$ cat src/core/ief_pkg.sv
// Package with offsets, field positions and reset values of the interrupt flag block.
package ief_pkg;

	// ----------------------------------------------------------------
	// Register offsets
	// ----------------------------------------------------------------
	localparam logic [7:0] IEF_ADDR_ENABLE_TWO = 8'h00;
	localparam logic [7:0] IEF_ADDR_FLAGS_ONE  = 8'h01;
	localparam logic [7:0] IEF_ADDR_FLAGS_TWO  = 8'h02;
	localparam logic [7:0] IEF_ADDR_IRQ_STATUS = 8'h03;
	localparam logic [7:0] IEF_ADDR_IRQ_ENABLE = 8'h04;
	localparam logic [7:0] IEF_ADDR_IRQ_CLEAR  = 8'h05;

	// ----------------------------------------------------------------
	// Field positions
	// ----------------------------------------------------------------
	localparam int IEF_BIT_TB1      = 5;
	localparam int IEF_BIT_DT       = 7;
	localparam int IEF_BIT_RTC      = 6;
	localparam int IEF_EXT_PINS     = 4;
	localparam int IEF_STATUS_W     = 7;
	localparam int IEF_ST_RTC       = 4;
	localparam int IEF_ST_DT        = 5;
	localparam int IEF_ST_TB1       = 6;
	localparam logic [7:0] IEF_TWO_ONES_MASK = 8'h1f;
	localparam logic [7:0] IEF_ONE_ONES_MASK = 8'h30;

	// ----------------------------------------------------------------
	// Reset values and counts
	// ----------------------------------------------------------------
	localparam logic       IEF_BIT_RESET      = 1'b0;
	localparam logic [3:0] IEF_EXT_RESET      = 4'h0;
	localparam logic [6:0] IEF_STATUS_RESET   = 7'h00;
	localparam logic [7:0] IEF_RDATA_RESET    = 8'h00;
	localparam logic [2:0] IEF_WARM_EDGES     = 3'h4;
	localparam logic [2:0] IEF_WARM_RESET     = 3'h0;

endpackage : ief_pkg

$ cat src/core/ief_pin_edge.sv
// Pin synchroniser and selectable edge detector for the external interrupt pins.
`timescale 1ns/100ps
module ief_pin_edge
	import ief_pkg::*;
(
	// Clock and reset
	input  logic                    i_mclk,
	input  logic                    i_arst_n,
	// Pins and their settings
	input  logic [IEF_EXT_PINS-1:0] i_pin,
	input  logic [IEF_EXT_PINS-1:0] i_edge_select,
	input  logic [IEF_EXT_PINS-1:0] i_pin_is_irq,
	// Detected edges, one cycle each
	output logic [IEF_EXT_PINS-1:0] o_edge
);

	typedef struct packed {
		logic [IEF_EXT_PINS-1:0] s1;
		logic [IEF_EXT_PINS-1:0] s2;
		logic [IEF_EXT_PINS-1:0] s3;
		logic [IEF_EXT_PINS-1:0] stable;
		logic [IEF_EXT_PINS-1:0] edge_hit;
		logic [2:0]              warm;
	} ief_edge_state_t;

	ief_edge_state_t state;
	ief_edge_state_t next_state;
	logic [IEF_EXT_PINS-1:0] agree;
	logic [IEF_EXT_PINS-1:0] changed;
	logic                    primed;

	// Until the chain holds real pin levels no edge is reported, so an idle-high
	// pin does not look like a rising edge right after reset.
	always_comb begin
		next_state = state;
		next_state.s1 = i_pin;
		next_state.s2 = state.s1;
		next_state.s3 = state.s2;
		primed = (state.warm == IEF_WARM_EDGES);
		agree = ~(state.s2 ^ state.s3);
		changed = agree & (state.s3 ^ state.stable);
		if (!primed) begin
			next_state.warm = state.warm + 3'h1;
			next_state.stable = state.s3;
			next_state.edge_hit = IEF_EXT_RESET;
		end else begin
			next_state.stable = (agree & state.s3) | (~agree & state.stable);
			next_state.edge_hit = changed & i_pin_is_irq &
				~(state.s3 ^ i_edge_select);
		end
	end

	always_ff @(posedge i_mclk or negedge i_arst_n) begin
		if (!i_arst_n) begin
			state <= '0;
		end else begin
			state <= next_state;
		end
	end

	assign o_edge = state.edge_hit;

endmodule // ief_pin_edge

$ cat src/core/ief_irq_status.sv
// Sticky event status, its enable mask, write-to-clear and the level interrupt.
`timescale 1ns/100ps
module ief_irq_status
	import ief_pkg::*;
(
	// Clock and reset
	input  logic                    i_mclk,
	input  logic                    i_arst_n,
	// Events and register writes
	input  logic [IEF_STATUS_W-1:0] i_event,
	input  logic                    i_wr_enable,
	input  logic                    i_wr_clear,
	input  logic [IEF_STATUS_W-1:0] i_wdata,
	// State
	output logic [IEF_STATUS_W-1:0] o_status,
	output logic [IEF_STATUS_W-1:0] o_enable,
	output logic                    o_irq
);

	typedef struct packed {
		logic [IEF_STATUS_W-1:0] status;
		logic [IEF_STATUS_W-1:0] enable;
		logic                    irq;
	} ief_status_state_t;

	ief_status_state_t state;
	ief_status_state_t next_state;

	// A new event beats a clear written in the same cycle.
	always_comb begin
		next_state = state;
		if (i_wr_enable) begin
			next_state.enable = i_wdata;
		end
		if (i_wr_clear) begin
			next_state.status = state.status & ~i_wdata;
		end
		next_state.status = next_state.status | i_event;
		next_state.irq = |(next_state.status & next_state.enable);
	end

	always_ff @(posedge i_mclk or negedge i_arst_n) begin
		if (!i_arst_n) begin
			state <= '0;
		end else begin
			state <= next_state;
		end
	end

	assign o_status = state.status;
	assign o_enable = state.enable;
	assign o_irq    = state.irq;

endmodule // ief_irq_status

$ cat src/core/ief_interrupt_enable_flag_regs.sv
// Second interrupt enable register, both request flag registers and their requests.
`timescale 1ns/100ps
module ief_interrupt_enable_flag_regs
	import ief_pkg::*;
(
	// Clock and reset
	input  logic                    i_mclk,
	input  logic                    i_arst_n,

	// Register port
	input  logic [7:0]              i_addr,
	input  logic [7:0]              i_wdata,
	input  logic                    i_wr,
	input  logic                    i_rd,
	output logic [7:0]              o_rdata,

	// Event sources on the system clock
	input  logic                    i_timer_b_one_overflow,
	input  logic                    i_rtc_overflow,
	input  logic                    i_sleep_direct_transition,
	input  logic                    i_direct_transition_on,

	// External interrupt pins and their settings
	input  logic [IEF_EXT_PINS-1:0] i_ext_pin,
	input  logic [IEF_EXT_PINS-1:0] i_ext_pin_edge_select,
	input  logic [IEF_EXT_PINS-1:0] i_ext_pin_is_irq,

	// Enables held in the first enable register
	input  logic                    i_direct_transition_enable,
	input  logic                    i_rtc_enable,
	input  logic [IEF_EXT_PINS-1:0] i_ext_pin_enable,

	// Requests towards the CPU
	output logic                    o_timer_b_one_ovf_req,
	output logic                    o_direct_transition_req,
	output logic                    o_rtc_overflow_req,
	output logic [IEF_EXT_PINS-1:0] o_ext_pin_req,
	output logic                    o_any_req,

	// Summary interrupt
	output logic                    o_irq
);

	// ----------------------------------------------------------------
	// State
	// ----------------------------------------------------------------
	typedef struct packed {
		logic                    timer_b_one_ovf_enable;
		logic                    direct_transition_flag;
		logic                    rtc_overflow_flag;
		logic [IEF_EXT_PINS-1:0] ext_pin_flag;
		logic                    timer_b_one_ovf_flag;
		logic                    tb1_req;
		logic                    dt_req;
		logic                    rtc_req;
		logic [IEF_EXT_PINS-1:0] ext_req;
		logic                    any_req;
		logic [7:0]              rdata;
	} ief_regs_state_t;

	ief_regs_state_t state;
	ief_regs_state_t next_state;

	logic [IEF_EXT_PINS-1:0] ext_edge;
	logic [IEF_STATUS_W-1:0] irq_status;
	logic [IEF_STATUS_W-1:0] irq_enable;
	logic [IEF_STATUS_W-1:0] event_vec;
	logic                    set_dt;
	logic                    set_rtc;
	logic                    set_tb1;
	logic                    wr_enable_two;
	logic                    wr_flags_one;
	logic                    wr_flags_two;
	logic                    wr_irq_enable;
	logic                    wr_irq_clear;

	// ----------------------------------------------------------------
	// Helpers
	// ----------------------------------------------------------------
	function automatic logic hit(input logic       strobe,
	                             input logic [7:0] addr,
	                             input logic [7:0] target);
		hit = strobe && (addr == target);
	endfunction

	// A flag keeps its value unless software writes 0 to it, and an arriving
	// event always wins so a request racing the clear is not lost.
	function automatic logic flag_next(input logic cur,
	                                   input logic wr,
	                                   input logic wbit,
	                                   input logic set);
		logic kept;
		kept = wr ? (cur & wbit) : cur;
		flag_next = kept | set;
	endfunction

	function automatic logic [7:0] read_mux(input logic [7:0]              addr,
	                                        input ief_regs_state_t         st,
	                                        input logic [IEF_STATUS_W-1:0] sts,
	                                        input logic [IEF_STATUS_W-1:0] ena);
		logic [7:0] v;
		v = 8'h00;
		case (addr)
			IEF_ADDR_ENABLE_TWO: begin
				v = IEF_TWO_ONES_MASK;
				v[IEF_BIT_TB1] = st.timer_b_one_ovf_enable;
			end
			IEF_ADDR_FLAGS_ONE: begin
				v = IEF_ONE_ONES_MASK;
				v[IEF_BIT_DT] = st.direct_transition_flag;
				v[IEF_BIT_RTC] = st.rtc_overflow_flag;
				v[IEF_EXT_PINS-1:0] = st.ext_pin_flag;
			end
			IEF_ADDR_FLAGS_TWO: begin
				v = IEF_TWO_ONES_MASK;
				v[IEF_BIT_TB1] = st.timer_b_one_ovf_flag;
			end
			IEF_ADDR_IRQ_STATUS: begin
				v = {1'b0, sts};
			end
			IEF_ADDR_IRQ_ENABLE: begin
				v = {1'b0, ena};
			end
			default: begin
				v = 8'h00;
			end
		endcase
		read_mux = v;
	endfunction

	// ----------------------------------------------------------------
	// Pin edges
	// ----------------------------------------------------------------
	ief_pin_edge u_pin_edge (
		.i_mclk        (i_mclk),
		.i_arst_n      (i_arst_n),
		.i_pin         (i_ext_pin),
		.i_edge_select (i_ext_pin_edge_select),
		.i_pin_is_irq  (i_ext_pin_is_irq),
		.o_edge        (ext_edge)
	);

	// ----------------------------------------------------------------
	// Event decode
	// ----------------------------------------------------------------
	// A SLEEP transition only counts as direct while the control bit is on.
	assign set_dt  = i_sleep_direct_transition & i_direct_transition_on;
	assign set_rtc = i_rtc_overflow;
	assign set_tb1 = i_timer_b_one_overflow;

	assign event_vec = {set_tb1, set_dt, set_rtc, ext_edge};

	assign wr_enable_two = hit(i_wr, i_addr, IEF_ADDR_ENABLE_TWO);
	assign wr_flags_one  = hit(i_wr, i_addr, IEF_ADDR_FLAGS_ONE);
	assign wr_flags_two  = hit(i_wr, i_addr, IEF_ADDR_FLAGS_TWO);
	assign wr_irq_enable = hit(i_wr, i_addr, IEF_ADDR_IRQ_ENABLE);
	assign wr_irq_clear  = hit(i_wr, i_addr, IEF_ADDR_IRQ_CLEAR);

	// ----------------------------------------------------------------
	// Sticky status and summary interrupt
	// ----------------------------------------------------------------
	ief_irq_status u_irq_status (
		.i_mclk      (i_mclk),
		.i_arst_n    (i_arst_n),
		.i_event     (event_vec),
		.i_wr_enable (wr_irq_enable),
		.i_wr_clear  (wr_irq_clear),
		.i_wdata     (i_wdata[IEF_STATUS_W-1:0]),
		.o_status    (irq_status),
		.o_enable    (irq_enable),
		.o_irq       (o_irq)
	);

	// ----------------------------------------------------------------
	// Next state
	// ----------------------------------------------------------------
	always_comb begin
		next_state = state;

		// Only bit 5 is stored; the reserved bits are never written.
		if (wr_enable_two) begin
			next_state.timer_b_one_ovf_enable = i_wdata[IEF_BIT_TB1];
		end

		next_state.direct_transition_flag = flag_next(state.direct_transition_flag,
			wr_flags_one, i_wdata[IEF_BIT_DT], set_dt);
		next_state.rtc_overflow_flag = flag_next(state.rtc_overflow_flag,
			wr_flags_one, i_wdata[IEF_BIT_RTC], set_rtc);
		for (int i = 0; i < IEF_EXT_PINS; i++) begin
			next_state.ext_pin_flag[i] = flag_next(state.ext_pin_flag[i],
				wr_flags_one, i_wdata[i], ext_edge[i]);
		end
		next_state.timer_b_one_ovf_flag = flag_next(state.timer_b_one_ovf_flag,
			wr_flags_two, i_wdata[IEF_BIT_TB1], set_tb1);

		// Requests follow the new flag and enable values in the same edge,
		// so a disable or a clear drops the request without an extra cycle.
		next_state.tb1_req = next_state.timer_b_one_ovf_flag &
			next_state.timer_b_one_ovf_enable;
		next_state.dt_req = next_state.direct_transition_flag &
			i_direct_transition_enable;
		next_state.rtc_req = next_state.rtc_overflow_flag & i_rtc_enable;
		next_state.ext_req = next_state.ext_pin_flag & i_ext_pin_enable;
		next_state.any_req = next_state.tb1_req | next_state.dt_req |
			next_state.rtc_req | (|next_state.ext_req);

		// Read data stand for exactly one cycle after the read strobe.
		if (i_rd) begin
			next_state.rdata = read_mux(i_addr, state, irq_status, irq_enable);
		end else begin
			next_state.rdata = IEF_RDATA_RESET;
		end
	end

	// ----------------------------------------------------------------
	// Registers
	// ----------------------------------------------------------------
	always_ff @(posedge i_mclk or negedge i_arst_n) begin
		if (!i_arst_n) begin
			state <= '0;
		end else begin
			state <= next_state;
		end
	end

	// ----------------------------------------------------------------
	// Outputs
	// ----------------------------------------------------------------
	assign o_rdata                 = state.rdata;
	assign o_timer_b_one_ovf_req   = state.tb1_req;
	assign o_direct_transition_req = state.dt_req;
	assign o_rtc_overflow_req      = state.rtc_req;
	assign o_ext_pin_req           = state.ext_req;
	assign o_any_req               = state.any_req;

endmodule // ief_interrupt_enable_flag_regs

$ cat config.mk
export PLATFORM = sky130hd
export DESIGN_NAME = ief_interrupt_enable_flag_regs
export DESIGN_NICKNAME = d
export VERILOG_FILES = /design/src/core/ief_pkg.sv /design/src/core/ief_pin_edge.sv /design/src/core/ief_irq_status.sv /design/src/core/ief_interrupt_enable_flag_regs.sv
export SDC_FILE = /design/constraint.sdc
export NUM_CORES = 1
export LEC_CHECK = 0
export BUFFER_PORTS_ARGS = -buffer_cell sky130_fd_sc_hd__buf_4
export CORE_ASPECT_RATIO = 0.7
export CORE_UTILIZATION = 25
export CTS_CLUSTER_DIAMETER = 100
export DETAILED_ROUTE_END_ITERATION = 16
export PLACE_DENSITY = 0.41
export SLEW_MARGIN = 20
export SYNTH_ARGS = -nofsm -noshare
export SYNTH_HDL_FRONTEND = slang
export SYNTH_HIERARCHICAL = 1
export SYNTH_SLANG_ARGS = --single-unit
export TNS_END_PERCENT = 20
$ cat constraint.sdc
create_clock -name i_mclk -period 3.9 [get_ports i_mclk]
set_clock_uncertainty 0.2 [all_clocks]
set_input_delay 0.975 -clock i_mclk [delete_from_list [all_inputs] [get_ports i_mclk]]
set_output_delay 0.975 -clock i_mclk [all_outputs]
set_load 0.05 [all_outputs]
==> metrics.txt <==
min Tclk post-route=3.16 ns; GPL Wtd Cong=0.793; num ports=59; TritonCTS clock tree=yes; # port buffers=58; Top delay family on crit path=simple AND/OR/NAND/NOR gates; Rel. slew slack=45.5%; status=completed; worst path cell trace=buf_4 > or4_4 > nor3_1 > and3_1 > mux2_4 > a22oi_1 > nand4_1; commonest non-fill, non-tap cell in the layout=dfrtp_1; Synth Area in XOR/XNOR=0.316%; library cells used by synthesis=41; number of max-cap violations=0; Lkg Pwr=1.54 nW; CP Max Fanout=7; CTS clk-pin slew, worst paths=0.05 ns; setup violators final=0; Die Ht=90.1 um; Initial Utilization=26.3%; Sinks on Clock Net=62; Core Rows=31; Worst Reg2Reg Path Length in Cells=4; Mean Syn Cell Area=11.1 sq um; Overflow after GRT=0; Synth Area in Adders=0.903%; Clock Tree Buf Depth=2; worst setup path end=u_irq_status/o_irq$_DFF_PN0_; Startpoint Class=primary input; RR Endpoint=u_pin_edge/state[1]$_DFFE_PN0N_; WP depth=7; Synth top area share=56.0%; Max Clk Rate=0.317 GHz; CP bufs+invs=1; RSZ-0062 raised after global routing=no; VDD IR max=0.178 mV; number of synthesized register bits=62; number of synthesis warnings=6; largest net degree at the start of global routing=63; # resized after CTS=0; Antenna Cells=0; clock buffer count from CTS=9; Max stage delay on crit path=0.56 ns; vias per inst=4.48; reg-to-reg setup timing slack=2.04 ns; Skew-Pair Late Insertion Delay=0.33 ns; worst hold path type=reg -> reg; Max H-tree Level=3; share of cells above drive strength 1=28.8%; launch point of the critical path=i_addr[5]; Yosys top cell by area=dfrtp_1; fin. max-slew vios=0; Routed WL=7050 um; Synth Instances=250; slew at the pin closest to its max-slew limit=0.817 ns; mux share of post-synthesis cell area=4.47%; initial antenna violation count=0; Worst Path Required=3.90 ns; post-route ant nets=0; nets@finish=341; First-pass DRT Iterations=4; core footprint=10600 sq um; Synth Area in Simple Gates=18.4%; DR WL/cell=15.7 um; Placed Cells=434; DP HPWL=4970 um; Synth Cell Area=2770 sq um; Vias=2014; Compound-Gate Fraction of Synth Area=13.1%; fraction of registers with async set/reset=100%; layout overhead on the synthesized area=28.4%; Synth Net Count=294; GR Util All Layers=13.3%; Final Cycle Share=80.9%; Die Footprint=11500 sq um; Final Non-Filler Cells=450; total negative slack=0 ns; top cells by area, synth=dfrtp_1 (56%), buf_4 (4.3%), a21oi_1 (3.3%); clock root cell=clkbuf_16; crit path kind=in -> reg; Post-synth EDFFs=0; first-pass GRT wire length=11100 um; most common flop cell mapped by yosys=dfrtp_1; DRC violations left=0; Crit-path slowest cell=or4_4; Fill cells=1092; Post-CTS Setup Bufs=0; Initial DRC Count=121; most frequent cells in the layout=dfrtp_1 (62), buf_4 (60), nor2_1 (24); hold buffer count at cts=0; Die X=128 um; r2r startpoint=u_pin_edge/state[0]$_DFFE_PN0N_; Final Hold Fails=0; critical path data arrival time=3.15 ns; PD cells=485 nW/um^2; register area share after synthesis=56.0%; number of global-route vias before repair=1930; largest family of logic cells by synthesized area=simple AND/OR/NAND/NOR gates; crit end category=flip-flop
==> cell usage after synthesis, types with 5 or more instances <==
master / count
nand2_1: 16
dfrtp_1: 62
a21oi_1: 18
and2_1: 6
a31oi_1: 10
nor2_1: 24
o21ai_0: 7
nand4b_1: 5
buf_4: 16
a21o_1: 10
clkbuf_1: 5
nand2b_1: 9
nand3_1: 6
mux2_4: 6
==> area by class of cell <==
cell class | instances | area (sq um) | share of cell area (%)
Timing Repair Buffer | 60 | 450 | 12.7
Tap cell | 148 | 185 | 5.21
Clock buffer | 10 | 239 | 6.72
Clock inverter | 6 | 85.1 | 2.39
Multi-Input combinational cell | 160 | 1030 | 29.0
Sequential cell | 62 | 1550 | 43.6
Inverter | 4 | 15.0 | 0.422
==> sequential cells by signal (all words and copies together), names as in the netlist, named ones only <==
name,flops
o_any_req,1
o_direct_transition_req,1
o_ext_pin_req,4
o_rdata,8
o_rtc_overflow_req,1
o_timer_b_one_ovf_req,1
state,8
u_irq_status/o_enable,7
u_irq_status/o_irq,1
u_irq_status/o_status,7
u_pin_edge/next_state,8
u_pin_edge/o_edge,4
u_pin_edge/state,7
==> worst reg2reg max path, cell delays in order, from the launching register on <==
cell	delay [ns]
dfrtp_1	0.40
inv_1	0.07
ha_1	0.38
and2_1	0.37
mux2_4	0.33
==> worst min path at each step <==
| stage | start | end | slack, ns | cells past startpoint |
|---|---|---|---|---|
| after global routing | u_pin_edge/next_state[15]$_DFF_PN0_ | u_pin_edge/next_state[11]$_DFF_PN0_ | 0.15 | 0 |
| after CTS | u_pin_edge/next_state[15]$_DFF_PN0_ | u_pin_edge/next_state[11]$_DFF_PN0_ | 0.15 | 0 |
| after floorplan | u_pin_edge/next_state[15]$_DFF_PN0_ | u_pin_edge/next_state[11]$_DFF_PN0_ | 0.13 | 0 |
| after global placement | u_pin_edge/next_state[16]$_DFF_PN0_ | u_pin_edge/next_state[12]$_DFF_PN0_ | 0.13 | 0 |
| after detailed placement | u_pin_edge/next_state[15]$_DFF_PN0_ | u_pin_edge/next_state[11]$_DFF_PN0_ | 0.13 | 0 |
| final | u_pin_edge/next_state[15]$_DFF_PN0_ | u_pin_edge/next_state[11]$_DFF_PN0_ | 0.15 | 0 |
==> cell families (layout without fill, tap and decap cells) <==
kind of cell             Yosys count  count (layout)
adder cells (fa/ha/maj)            2               2
flip-flops                        62              62
multiplexers                       9               9
buffers and inverters             28              80
XOR/XNOR                           1               1
AO/OA/AOI/OAI                     57              57
AND/OR/NAND/NOR                   91              91
==> power breakdown <==
part	internal [mW]	leakage, nW	switching [mW]
registers	0.677	0.735	0.0219
logic	0.0702	0.650	0.0929
clock network	0.574	0.154	0.289
==> through the flow <==
step / setup WS, ns / total power [mW] / area [sq um] / hold WS [ns] / util, %
finish: 0.745 / 1.72 / 3560 / 0.147 / 33.7
global route: 0.659 / 1.80 / 3560 / 0.152 / 33.7
CTS: 0.733 / 1.75 / 3560 / 0.147 / 33.7
detailed placement: 0.392 / 0.875 / 3230 / 0.135 / 30.6
global placement: 0.535 / 0.876 / 3230 / 0.133 / 30.6
floorplan: 0.898 / 0.793 / 2770 / 0.131 / -
==> layer usage <==
layer  routed length, um  vias up  part of all wire [%]  GRT usage, %
met2                2850       57                    40          17.3
met3                 505        7                   7.2          5.00
met4                  82        0                   1.2          5.29
li1                    -      965                     -             -
met1                3600      985                    51          19.3
met5                   0        -                     0             0
Note: power is estimated with default switching activity, not from simulation.
